$ cat src/rtl/valve_cfg_pkg.sv
`default_nettype none
package valve_cfg_pkg;
  // ****************************************
  // Encodings and widths
  // ****************************************
  localparam int POS_W = 12;            // Position in tenths of a degree
  localparam int CMD_W = 16;            // Command current in microamps
  localparam int IDX_N = 10;
  localparam logic [CMD_W-1:0] LOSS_THRESH_UA = 16'h0032; // 0.05 mA
  localparam logic [2:0] LOSS_CFG_MAX = 3'h4;
  localparam logic [2:0] LOSS_CFG_HOLD = 3'h4;
  localparam logic [2:0] LOSS_CFG_RESET = 3'h4;
  localparam logic [2:0] STBY_CFG_MAX = 3'h3;
  localparam logic [2:0] STBY_CFG_RESET = 3'h0;
  localparam logic [2:0] DB_CFG_MAX = 3'h5;
  localparam logic [2:0] DB_CFG_RESET = 3'h2;
  localparam logic [POS_W-1:0] HI_LIMIT_RESET = 12'h320;  // 80.0 deg
  localparam logic [POS_W-1:0] HI_LIMIT_OFFSET = 12'h00a; // 1.0 deg
  localparam logic [POS_W-1:0] HI_STEP = 12'h00a;         // 1.0 deg
  localparam logic [POS_W-1:0] POS_MAX = 12'hfff;
  // Deadband in hundredths of a percent of command span
  localparam logic [7:0] DB_0 = 8'h00;
  localparam logic [7:0] DB_1 = 8'h03;
  localparam logic [7:0] DB_2 = 8'h06;
  localparam logic [7:0] DB_3 = 8'h0d;
  localparam logic [7:0] DB_4 = 8'h10;
  localparam logic [7:0] DB_5 = 8'h13;
  // ****************************************
  // Timing
  // ****************************************
  localparam int CLK_HZ = 50000000;
  localparam int BLANK_MS = 500;
  localparam int REPEAT_MS = 250;
  localparam int BLANK_CYC = BLANK_MS * (CLK_HZ / 1000);
  localparam int REPEAT_CYC = REPEAT_MS * (CLK_HZ / 1000);
  localparam int TMR_W = 26;
  // ****************************************
  // Command selector
  // ****************************************
  localparam logic [2:0] CMD_NONE = 3'h0;
  localparam logic [2:0] CMD_LOSS = 3'h1;
  localparam logic [2:0] CMD_STBY = 3'h2;
  localparam logic [2:0] CMD_DB = 3'h3;
  localparam logic [2:0] CMD_HI = 3'h4;
endpackage
`default_nettype wire

$ cat src/rtl/step_repeat.sv
`timescale 1ns/1ps
`default_nettype none
module step_repeat #(
  parameter int REPEAT_CYC = valve_cfg_pkg::REPEAT_CYC
) (
  input wire logic clk,          // Core clock
  input wire logic rst_n,        // Synchronised reset
  input wire logic up,           // Switch held up
  input wire logic down,         // Switch held down
  output logic step_up,          // Step pulse up
  output logic step_dn           // Step pulse down
);
  logic [valve_cfg_pkg::TMR_W-1:0] cnt_reg;
  logic held_reg;
  wire held = up ^ down;
  wire fire = held && (!held_reg || cnt_reg == valve_cfg_pkg::TMR_W'(REPEAT_CYC - 1));
  // Held switch repeats at a fixed interval
  always_ff @(posedge clk or negedge rst_n) begin
    if (!rst_n) begin
      cnt_reg <= '0;
      held_reg <= 1'b0;
      step_up <= 1'b0;
      step_dn <= 1'b0;
    end else begin
      held_reg <= held;
      cnt_reg <= (!held || fire) ? '0 : cnt_reg + 1'b1;
      step_up <= fire && up;
      step_dn <= fire && down;
    end
  end
endmodule
`default_nettype wire

$ cat src/rtl/valve_config_command_handler.sv
// Overview of operation
// - Command below 0.05 mA means signal loss
// - Loss values 0-3 pick indexes 0,3,6,9
// - Loss value 4 holds position; default
// - Lights show value; step, Enter stores
// - Standby values 0-3 pick indexes 0,3,6,9
// - Standby switch drives standby position
// - Deadband values 0-5 map to percentages
// - Deadband default is value 2
// - High relay on when position at/above limit
// - Limit default 80.0; tracks maximum minus 1.0
// - Limit setup only in manual mode
// - Enter in adjust drives valve to limit
// - Steps of 1.0 degree, repeating when held
// - Enter stores limit; lights blank briefly
`timescale 1ns/1ps
`default_nettype none
module valve_config_command_handler #(
  parameter int BLANK_CYC = valve_cfg_pkg::BLANK_CYC,
  parameter int REPEAT_CYC = valve_cfg_pkg::REPEAT_CYC
) (
  input wire logic CORE_CLK,                                // 50 MHz clock
  input wire logic RSTN,                                    // Async reset, low
  input wire logic [2:0] CMD_SELECT,                        // Command being entered
  input wire logic CMD_START,                               // Command entry pulse
  input wire logic ENTER,                                   // Enter button level
  input wire logic STEP_UP,                                 // Step switch up
  input wire logic STEP_DOWN,                               // Step switch down
  input wire logic MANUAL_MODE,                             // Unit in manual mode
  input wire logic STANDBY_SWITCH,                          // Mode switch down
  input wire logic ADJUST_POSITION,                         // Mode switch middle
  input wire logic [valve_cfg_pkg::CMD_W-1:0] CMD_CURRENT_UA, // 4-20 mA command
  input wire logic [valve_cfg_pkg::POS_W-1:0] CMD_POSITION,   // Position from command
  input wire logic [valve_cfg_pkg::POS_W-1:0] VALVE_POSITION, // Measured position
  input wire logic [valve_cfg_pkg::POS_W-1:0] IDX0_POS,       // Stored index 0
  input wire logic [valve_cfg_pkg::POS_W-1:0] IDX3_POS,       // Stored index 3
  input wire logic [valve_cfg_pkg::POS_W-1:0] IDX6_POS,       // Stored index 6
  input wire logic [valve_cfg_pkg::POS_W-1:0] IDX9_POS,       // Stored index 9 (max)
  input wire logic MAX_POS_WRITE,                           // Maximum modified pulse
  output logic [valve_cfg_pkg::POS_W-1:0] SETPOINT,         // Actuator setpoint
  output logic [valve_cfg_pkg::IDX_N-1:0] NUM_LIGHTS,       // Numbered lights
  output logic SET_B_LIGHT,                                 // Command set light
  output logic SIGNAL_LOSS,                                 // Loss of signal flag
  output logic HIGH_LIMIT_RELAY_OUTPUT,                     // Relay driver 3
  output logic [7:0] DEADBAND,                              // Deadband, 0.01 %
  output logic [2:0] LOSS_CFG,                              // Stored loss value
  output logic [2:0] STBY_CFG,                              // Stored standby value
  output logic [2:0] DB_CFG,                                // Stored deadband value
  output logic [valve_cfg_pkg::POS_W-1:0] HI_LIMIT          // Stored threshold
);
  localparam int PW = valve_cfg_pkg::POS_W;

  // ****************************************
  // Reset synchroniser
  // ****************************************
  logic rst_meta_reg, rst_n;
  always_ff @(posedge CORE_CLK or negedge RSTN) begin
    if (!RSTN) begin
      rst_meta_reg <= 1'b0;
      rst_n <= 1'b0;
    end else begin
      rst_meta_reg <= 1'b1;
      rst_n <= rst_meta_reg;
    end
  end

  // ****************************************
  // Helpers
  // ****************************************
  function automatic logic [PW-1:0] idx_pos(input logic [2:0] sel,
      input logic [PW-1:0] p0, input logic [PW-1:0] p3,
      input logic [PW-1:0] p6, input logic [PW-1:0] p9);
    logic [PW-1:0] r;
    r = p0;
    unique case (sel)
      3'h0: r = p0;
      3'h1: r = p3;
      3'h2: r = p6;
      default: r = p9;
    endcase
    return r;
  endfunction

  function automatic logic [7:0] db_value(input logic [2:0] sel);
    logic [7:0] r;
    r = valve_cfg_pkg::DB_0;
    unique case (sel)
      3'h0: r = valve_cfg_pkg::DB_0;
      3'h1: r = valve_cfg_pkg::DB_1;
      3'h2: r = valve_cfg_pkg::DB_2;
      3'h3: r = valve_cfg_pkg::DB_3;
      3'h4: r = valve_cfg_pkg::DB_4;
      default: r = valve_cfg_pkg::DB_5;
    endcase
    return r;
  endfunction

  // ****************************************
  // Step switch and enter edge
  // ****************************************
  logic step_up_p, step_dn_p, enter_d_reg;
  step_repeat #(.REPEAT_CYC(REPEAT_CYC)) u_step (
    .clk(CORE_CLK),
    .rst_n(rst_n),
    .up(STEP_UP),
    .down(STEP_DOWN),
    .step_up(step_up_p),
    .step_dn(step_dn_p)
  );
  wire enter_p = ENTER && !enter_d_reg;

  // ****************************************
  // Command state machine
  // ****************************************
  typedef enum logic [2:0] {IDLE, SEL_EDIT, HI_ARM, HI_EDIT} state_e;
  state_e state_reg, state_next;
  logic [2:0] cmd_reg, edit_reg;
  logic [PW-1:0] hi_edit_reg, hold_pos_reg;
  logic [valve_cfg_pkg::TMR_W-1:0] blank_reg;

  wire is_sel_cmd = CMD_SELECT == valve_cfg_pkg::CMD_LOSS ||
                    CMD_SELECT == valve_cfg_pkg::CMD_STBY ||
                    CMD_SELECT == valve_cfg_pkg::CMD_DB;
  wire hi_ok = CMD_SELECT == valve_cfg_pkg::CMD_HI && MANUAL_MODE;
  wire [2:0] edit_max = (cmd_reg == valve_cfg_pkg::CMD_LOSS) ? valve_cfg_pkg::LOSS_CFG_MAX :
                        (cmd_reg == valve_cfg_pkg::CMD_STBY) ? valve_cfg_pkg::STBY_CFG_MAX :
                        valve_cfg_pkg::DB_CFG_MAX;
  wire sel_store = state_reg == SEL_EDIT && enter_p;
  wire hi_arm_go = state_reg == HI_ARM && enter_p && ADJUST_POSITION;
  wire hi_store = state_reg == HI_EDIT && enter_p;
  wire [PW:0] hi_up = {1'b0, hi_edit_reg} + {1'b0, valve_cfg_pkg::HI_STEP};
  wire [PW-1:0] hi_up_sat = hi_up[PW] ? valve_cfg_pkg::POS_MAX : hi_up[PW-1:0];
  wire [PW-1:0] hi_dn_sat = (hi_edit_reg < valve_cfg_pkg::HI_STEP) ? '0 :
                            hi_edit_reg - valve_cfg_pkg::HI_STEP;
  wire [PW-1:0] max_minus = (IDX9_POS < valve_cfg_pkg::HI_LIMIT_OFFSET) ? '0 :
                            IDX9_POS - valve_cfg_pkg::HI_LIMIT_OFFSET;
  wire loss = CMD_CURRENT_UA < valve_cfg_pkg::LOSS_THRESH_UA;

  always_comb begin
    state_next = state_reg;
    unique case (state_reg)
      IDLE: begin
        if (CMD_START && is_sel_cmd) state_next = SEL_EDIT;
        else if (CMD_START && hi_ok) state_next = HI_ARM;
      end
      SEL_EDIT: if (enter_p) state_next = IDLE;
      HI_ARM: begin
        if (!MANUAL_MODE) state_next = IDLE;
        else if (hi_arm_go) state_next = HI_EDIT;
      end
      HI_EDIT: begin
        if (!MANUAL_MODE || enter_p) state_next = IDLE;
      end
      default: state_next = IDLE;
    endcase
  end

  always_ff @(posedge CORE_CLK or negedge rst_n) begin
    if (!rst_n) begin
      state_reg <= IDLE;
      enter_d_reg <= 1'b0;
      cmd_reg <= valve_cfg_pkg::CMD_NONE;
    end else begin
      state_reg <= state_next;
      enter_d_reg <= ENTER;
      if (state_reg == IDLE && CMD_START) cmd_reg <= CMD_SELECT;
    end
  end

  // Editing value for selection commands
  always_ff @(posedge CORE_CLK or negedge rst_n) begin
    if (!rst_n) begin
      edit_reg <= 3'h0;
    end else if (state_reg == IDLE && CMD_START) begin
      edit_reg <= (CMD_SELECT == valve_cfg_pkg::CMD_LOSS) ? LOSS_CFG :
                  (CMD_SELECT == valve_cfg_pkg::CMD_STBY) ? STBY_CFG : DB_CFG;
    end else if (state_reg == SEL_EDIT) begin
      if (step_up_p && edit_reg < edit_max) edit_reg <= edit_reg + 3'h1;
      else if (step_dn_p && edit_reg != 3'h0) edit_reg <= edit_reg - 3'h1;
    end
  end

  // Stored configuration
  always_ff @(posedge CORE_CLK or negedge rst_n) begin
    if (!rst_n) begin
      LOSS_CFG <= valve_cfg_pkg::LOSS_CFG_RESET;
      STBY_CFG <= valve_cfg_pkg::STBY_CFG_RESET;
      DB_CFG <= valve_cfg_pkg::DB_CFG_RESET;
      HI_LIMIT <= valve_cfg_pkg::HI_LIMIT_RESET;
    end else begin
      if (sel_store && cmd_reg == valve_cfg_pkg::CMD_LOSS) LOSS_CFG <= edit_reg;
      if (sel_store && cmd_reg == valve_cfg_pkg::CMD_STBY) STBY_CFG <= edit_reg;
      if (sel_store && cmd_reg == valve_cfg_pkg::CMD_DB) DB_CFG <= edit_reg;
      if (hi_store) HI_LIMIT <= hi_edit_reg;
      else if (MAX_POS_WRITE) HI_LIMIT <= max_minus;
    end
  end

  // Threshold adjustment and blanking
  always_ff @(posedge CORE_CLK or negedge rst_n) begin
    if (!rst_n) begin
      hi_edit_reg <= valve_cfg_pkg::HI_LIMIT_RESET;
      blank_reg <= '0;
    end else begin
      if (hi_arm_go) hi_edit_reg <= HI_LIMIT;
      else if (state_reg == HI_EDIT && step_up_p) hi_edit_reg <= hi_up_sat;
      else if (state_reg == HI_EDIT && step_dn_p) hi_edit_reg <= hi_dn_sat;
      if (hi_store) blank_reg <= valve_cfg_pkg::TMR_W'(BLANK_CYC);
      else if (blank_reg != '0) blank_reg <= blank_reg - 1'b1;
    end
  end

  // ****************************************
  // Outputs
  // ****************************************
  wire in_hi = state_reg == HI_EDIT;
  wire [PW-1:0] normal_sp = !loss ? CMD_POSITION :
      (LOSS_CFG == valve_cfg_pkg::LOSS_CFG_HOLD) ? hold_pos_reg :
      idx_pos(LOSS_CFG, IDX0_POS, IDX3_POS, IDX6_POS, IDX9_POS);
  wire [PW-1:0] sp_next = STANDBY_SWITCH ?
      idx_pos(STBY_CFG, IDX0_POS, IDX3_POS, IDX6_POS, IDX9_POS) :
      in_hi ? hi_edit_reg : normal_sp;
  wire [valve_cfg_pkg::IDX_N-1:0] lights_next =
      (blank_reg != '0) ? '0 :
      (state_reg == SEL_EDIT) ? valve_cfg_pkg::IDX_N'(1) << edit_reg : '0;

  always_ff @(posedge CORE_CLK or negedge rst_n) begin
    if (!rst_n) begin
      hold_pos_reg <= '0;
      SETPOINT <= '0;
      NUM_LIGHTS <= '0;
      SET_B_LIGHT <= 1'b0;
      SIGNAL_LOSS <= 1'b0;
      HIGH_LIMIT_RELAY_OUTPUT <= 1'b0;
      DEADBAND <= valve_cfg_pkg::DB_2;
    end else begin
      if (!loss) hold_pos_reg <= CMD_POSITION;
      SETPOINT <= sp_next;
      NUM_LIGHTS <= lights_next;
      SET_B_LIGHT <= (state_reg != IDLE) && (blank_reg == '0);
      SIGNAL_LOSS <= loss;
      HIGH_LIMIT_RELAY_OUTPUT <= VALVE_POSITION >= HI_LIMIT;
      DEADBAND <= db_value(DB_CFG);
    end
  end
endmodule
`default_nettype wire

$ cat config.mk
export PLATFORM = sky130hd
export DESIGN_NAME = valve_config_command_handler
export DESIGN_NICKNAME = d
export VERILOG_FILES = /design/src/rtl/valve_cfg_pkg.sv /design/src/rtl/step_repeat.sv /design/src/rtl/valve_config_command_handler.sv
export SDC_FILE = /design/constraint.sdc
export NUM_CORES = 1
export LEC_CHECK = 0
export ABC_AREA = 1
export BUFFER_PORTS_ARGS = -buffer_cell sky130_fd_sc_hd__buf_2
export CAP_MARGIN = 5
export CELL_PAD_IN_SITES_DETAIL_PLACEMENT = 0
export CELL_PAD_IN_SITES_GLOBAL_PLACEMENT = 1
export CORE_ASPECT_RATIO = 1.2
export CORE_MARGIN = 1
export CORE_UTILIZATION = 37
export CTS_BUF_LIST = sky130_fd_sc_hd__clkbuf_2
export CTS_CLUSTER_SIZE = 30
export DETAILED_ROUTE_END_ITERATION = 6
export HOLD_SLACK_MARGIN = 0.12
export PLACE_DENSITY_LB_ADDON = 0.1
export SLEW_MARGIN = 5
export SYNTH_ARGS = -nofsm -noshare
export SYNTH_HDL_FRONTEND = slang
export SYNTH_SLANG_ARGS = --single-unit
$ cat constraint.sdc
create_clock -name CORE_CLK -period 5.35 [get_ports CORE_CLK]
set_clock_uncertainty 0.15 [all_clocks]
set_input_delay 0.535 -clock CORE_CLK [delete_from_list [all_inputs] [get_ports CORE_CLK]]
set_output_delay 0.535 -clock CORE_CLK [all_outputs]
set_load 0.01 [all_outputs]
# Word-level counts from Yosys, hierarchy flattened
# Index checks and enable logic that the tools add are counted.
# word_totals
rom_bits	0
inputBits	101
ff_bits	142
elab_cells	140
latch_bits	0
n_memories	0
ram_bits	0
# op_classes
n_addsub	7
shifts	1
n_div	0
reduce_logical	44
n_eq_ne	24
magnitude_cmp	5
bitwise	1
n_mux	35
multipliers	0
# ops
cell	count
$mux 12	12
$mux 26	3
$pmux 12 s3	2
$mux 3	14
$eq 3x2->1 const B	10
$add 26x1->26 const B	1
$eq 26x24->1 const B	1
$logic_not 26->1	1
$reduce_bool 26->1	1
$sub 26x1->26 const B	1
$pmux 5 s5	1
$lt 12x4->1 const B	2
$sub 12x4->12 const B	2
$logic_and 1x1->1	20
$mux 10	2
$eq 3x1->1 const B	6
$lt 16x6->1 const B	1
$add 12x4->13 const B	1
$ge 12x12->1	1
$logic_not 3->1	4
$pmux 3 s4	1
$reduce_bool 3->1	4
$shl 1x3->10 const A	1
$eq 3x3->1 const B	3
other kinds (12)	22

# Longest topological paths before layout
# logic_depth
ltp_word	8
depth_mapped	16
ltp_nobuf	16

# Hierarchy
# Synthesis repeated with hierarchy kept, for this count alone.
# unflattened
hier_cells	1318
hier_area_um2	9063.7
# modules_own_cells
module	area_each_um2	instances	cells_per_inst
valve_config_command_handler	7400.8	1	1087
step_repeat	1662.8	1	231

# Worst setup path before layout
# OpenSTA, ideal clock, no wires.
# synth_timing
path_type	register to register
startpoint	register cmd_reg[0]
endpoint	register edit_reg[2]
setup_ns	0.117
slack_ns	2.912
t_arrival_ns	2.172
period_less_slack_ns	2.438
stages_incl_launch_ff	12
t_required_ns	5.083
cell_sequence	dfrtp_1 -> nor3_1 -> ha_1 -> a21oi_1 -> nand3_1 -> fa_1 -> xnor2_1 -> nand4_1 -> nand3_1 -> nand2_1 -> nand2_1 -> nand2_1
# synth_via
elab_chain_len	8
# synth_rtl
item	line	source
start: declaration	valve_config_command_handler.sv:117	logic [2:0] cmd_reg, edit_reg;
start signal: assignment	valve_config_command_handler.sv:162	cmd_reg <= valve_cfg_pkg::CMD_NONE;
$eq 3x2->1	valve_config_command_handler.sv:126	(cmd_reg == valve_cfg_pkg::CMD_STBY) ? valve_cfg_pkg::STBY_CFG_MAX :
$mux 3	valve_config_command_handler.sv:126	
$mux 3 (*)	valve_config_command_handler.sv:125	wire [2:0] edit_max = (cmd_reg == valve_cfg_pkg::CMD_LOSS) ? valve_cfg_pkg::LOSS_CFG_MAX :
$lt 3x3->1 (*)	valve_config_command_handler.sv:178	if (step_up_p && edit_reg < edit_max) edit_reg <= edit_reg + 3'h1;
$logic_and 1x1->1 (*)	valve_config_command_handler.sv:178	
$mux 3	valve_config_command_handler.sv:178	
$mux 3	valve_config_command_handler.sv:177	end else if (state_reg == SEL_EDIT) begin
$mux 3	valve_config_command_handler.sv:174	end else if (state_reg == IDLE && CMD_START) begin
end signal: assignment	valve_config_command_handler.sv:175	edit_reg <= (CMD_SELECT == valve_cfg_pkg::CMD_LOSS) ? LOSS_CFG :
end signal: assignment	valve_config_command_handler.sv:178	
end signal: assignment	valve_config_command_handler.sv:179	else if (step_dn_p && edit_reg != 3'h0) edit_reg <= edit_reg - 3'h1;
end: declaration	valve_config_command_handler.sv:117	
# Mark *: on every way between the ends. The rest lies on a longest branch, timed or not. The select of a mux whose other input is x is not followed.
# A chain may end at the register's enable or synchronous reset.

# Worst setup path after layout
# layout_timing
startpoint	register STBY_CFG[1]
endpoint	register SETPOINT[11] (netlist name)
# layout_via
elab_chain_len	3
# layout_rtl
item	line	source
start: declaration	valve_config_command_handler.sv:47	output logic [2:0] STBY_CFG,
start signal: assignment	valve_config_command_handler.sv:187	STBY_CFG <= valve_cfg_pkg::STBY_CFG_RESET;
start signal: assignment	valve_config_command_handler.sv:192	if (sel_store && cmd_reg == valve_cfg_pkg::CMD_STBY) STBY_CFG <= edit_reg;
$eq 3x2->1, or another cell as far along	valve_config_command_handler.sv:75	unique case (sel)
$pmux 12 s3 (*)	valve_config_command_handler.sv:75	
$mux 12 (*)	valve_config_command_handler.sv:220	wire [PW-1:0] sp_next = STANDBY_SWITCH ?
net sp_next[11]	valve_config_command_handler.sv:220	
end signal: assignment	valve_config_command_handler.sv:238	SETPOINT <= sp_next;
end: declaration	valve_config_command_handler.sv:40	output logic [valve_cfg_pkg::POS_W-1:0] SETPOINT,
# The timed path passes the listed nets; every way through them passes the cells marked *.

==> impl_metrics.json <==
{
  "nFillCells": 2648,
  "clock_sinks": 139,
  "p_per_area_nw_per_um2": 353.9,
  "end_kind": "flop",
  "final_cell_mix": "nand2_1 (364), nor2_1 (193), inv_1 (157), buf_2 (148), dfrtp_1 (128)",
  "cp_cell_sequence": "inv_1 -> nor2_1 -> nand2_1 -> o21ai_0 -> a21oi_1 -> dlygate4sd3_1 -> o21ai_0 -> dlygate4sd3_1 -> nand2_1 -> dlygate4sd3_1 -> nand2_1 -> dlygate4sd3_1",
  "synth-edff-count": 0,
  "p_leak_uw": 0.005653,
  "drtAntennaViolNets": 0,
  "post_cts_buffers": 0,
  "whs_ns": 0.1753,
  "grt_pass1_vias": 9086,
  "drv_slew": 0,
  "final_cells": 1898,
  "worst-path-buf-inv": 5,
  "numPortBuffers": 148,
  "syn_area_per_cell_um2": 6.960,
  "cp_top_family": "buffers and inverters",
  "yosysUniqueCellTypes": 51,
  "grt_max_degree": 61,
  "ys_seq_elements": 139,
  "cts_buffer_depth": 2,
  "critPathMaxStageDelay_ns": 0.58,
  "hold_violations": 0,
  "totalPowerFinal_uw": 4028,
  "ys_seq_area_frac": 0.3757,
  "routed_wl_um": 28880,
  "coreArea_um2": 24670,
  "routabilityCongestion": 0.8701,
  "multi_input_area_um2": 4930,
  "overflow": 0,
  "setup_viol_count_final": 0,
  "hold_path_class": "in -> reg",
  "path_max_fanout": 12,
  "wl_per_cell_um": 15.21,
  "synth-async-reset-ratio": 1.000,
  "tns_ns": 0,
  "maxCapViolCount": 0,
  "synth_area_um2": 9291,
  "dieArea_um2": 25750,
  "grt_first_pass_wirelength_um": 46780,
  "syn2layout_area_growth_pct": 22.48,
  "tightest_slew_ns": 1.021,
  "critical_path_class": "reg -> reg",
  "required_ns": 5.86,
  "worst_path_max_delay_cell": "dlygate4sd3_1",
  "antenna_found_initial": 1,
  "std_cell_rows": 63,
  "fin_util": 0.4612,
  "max_freq_mhz": 251.1,
  "cts-root-buf": "clkbuf_2",
  "grt_use_total": 0.2338,
  "num_vias": 9160,
  "layout_commonest_cell": "nand2_1",
  "slew_headroom": 0.3151,
  "synth_warnings": 0,
  "synth_ff_type": "dfrtp_1",
  "dr.first_iter.drc_count": 453,
  "regArea_um2": 3495,
  "num_io_pins": 155,
  "worstPathArrival_ns": 4.49,
  "viasPerCell": 4.826,
  "syn_inst": 1335,
  "place_inst": 1777,
  "htreeDepth": 4,
  "drive_gt1_frac": 0.1737,
  "dp_hpwl_um": 21380,
  "nets": 1680,
  "min_period_ns": 3.982,
  "post_cts_resize_count": 0,
  "clkTransAtPathRegs_ns": 0.26,
  "finalCritPeriodShare": 0.7443,
  "dieHeight_um": 175.6,
  "clock_latency_ns": 0.77,
  "dr.pass1.iters": 5,
  "startpoint_type": "flop",
  "rrSetupSlack_ns": 1.37,
  "cpMostUsedCell": "dlygate4sd3_1",
  "cts-buffers-inserted": 17,
  "status": "finished clean",
  "start_util": 0.3766,
  "rsz0062_at_grt": "no",
  "drc": 0,
  "peakVddDrop_mv": 0.1621,
  "cts_tree": "built",
  "die_x_um": 146.7
}
## stage by stage
stage | setup WS [ns] | instance area (um2)
after floorplan | 1.058 | 9306
after global placement | 2.725 | 10240
after detailed placement | 2.669 | 10240
after CTS | 1.407 | 11370
after global routing | 1.200 | 11380
final | 1.368 | 11380
## path summary, 6_finish.rpt
kind                                 startpoint            endpoint  cells past startpoint
worst max-delay path                STBY_CFG[1]        SETPOINT[11]                     12
worst min-delay path            ADJUST_POSITION     hi_edit_reg[10]                      6
worst max register to register      STBY_CFG[1]        SETPOINT[11]                     12
worst min register to register     rst_meta_reg               rst_n                      0
max in group asynchronous                 rst_n         HI_LIMIT[8]                      1
min in group asynchronous                 rst_n  u_step.cnt_reg[10]                      0
## power by group
part           internal [uW]  switching [uW]  total, uW
Clock                    229             463        692
Combinational            729            1110       1830
Sequential              1260             240       1500
Total                   2220            1810       4030
## worst reg2reg max path, stage by stage (launching register included)
cell           delay, ns
dfrtp_1             0.48
inv_1               0.11
nor2_1              0.05
nand2_1             0.38
o21ai_0             0.15
a21oi_1             0.15
dlygate4sd3_1       0.58
o21ai_0             0.07
dlygate4sd3_1       0.55
nand2_1             0.06
dlygate4sd3_1       0.56
nand2_1             0.06
dlygate4sd3_1       0.55
## cells in the mapped netlist (4+ instances only)
cell type	count	share of area
a21oi_1	51	0.027
buf_2	19	0.010
buf_4	10	0.0081
clkbuf_1	4	0.0016
dfrtp_1	129	0.35
dfstp_2	10	0.028
ha_1	19	0.026
inv_1	157	0.063
inv_2	11	0.0044
nand2_1	364	0.15
nand2_2	9	0.0061
nand3_1	94	0.051
nand3_2	5	0.0054
nand4_1	26	0.018
nor2_1	193	0.078
nor2_2	19	0.013
nor2_4	7	0.0085
nor3_1	14	0.0075
nor3_2	5	0.0054
nor4_1	4	0.0027
o211ai_1	13	0.011
o21ai_0	56	0.030
o21ai_1	10	0.0054
o21bai_1	10	0.0081
o22ai_1	14	0.0094
or2_0	5	0.0034
or2_2	8	0.0054
xnor2_1	7	0.0066
xor2_1	29	0.027
## routing by layer
metal | routed length [um] | track usage | up-vias
met5 | 0 | 0 | -
met4 | 681 | 0.07639 | 0
met3 | 1020 | 0.03714 | 43
met2 | 14600 | 0.4232 | 198
met1 | 12570 | 0.2801 | 4232
li1 | - | - | 4687
## area by class of cell
class,count,area share
Multi-Input combinational cell,991,0.4332
Clock inverter,14,0.01418
Inverter,170,0.05651
Tap cell,325,0.03573
Sequential cell,139,0.3071
Clock buffer,18,0.007916
Antenna cell,1,0.0002199
Timing Repair Buffer,240,0.1451
## repair_timing
item	4_1_cts	5_1_grt
hold endpoints to repair	50	1
hold buffers	87	1
setup endpoints to repair	0	0
## cells by family after synthesis
group / synth area share
fa+ha+maj: 0.02774
compound gates: 0.1015
xor+xnor: 0.03393
buf+inv: 0.09534
simple gates: 0.3649
other cells: 0.0008083
flops: 0.3757
Note: power is estimated with default switching activity, not from simulation.
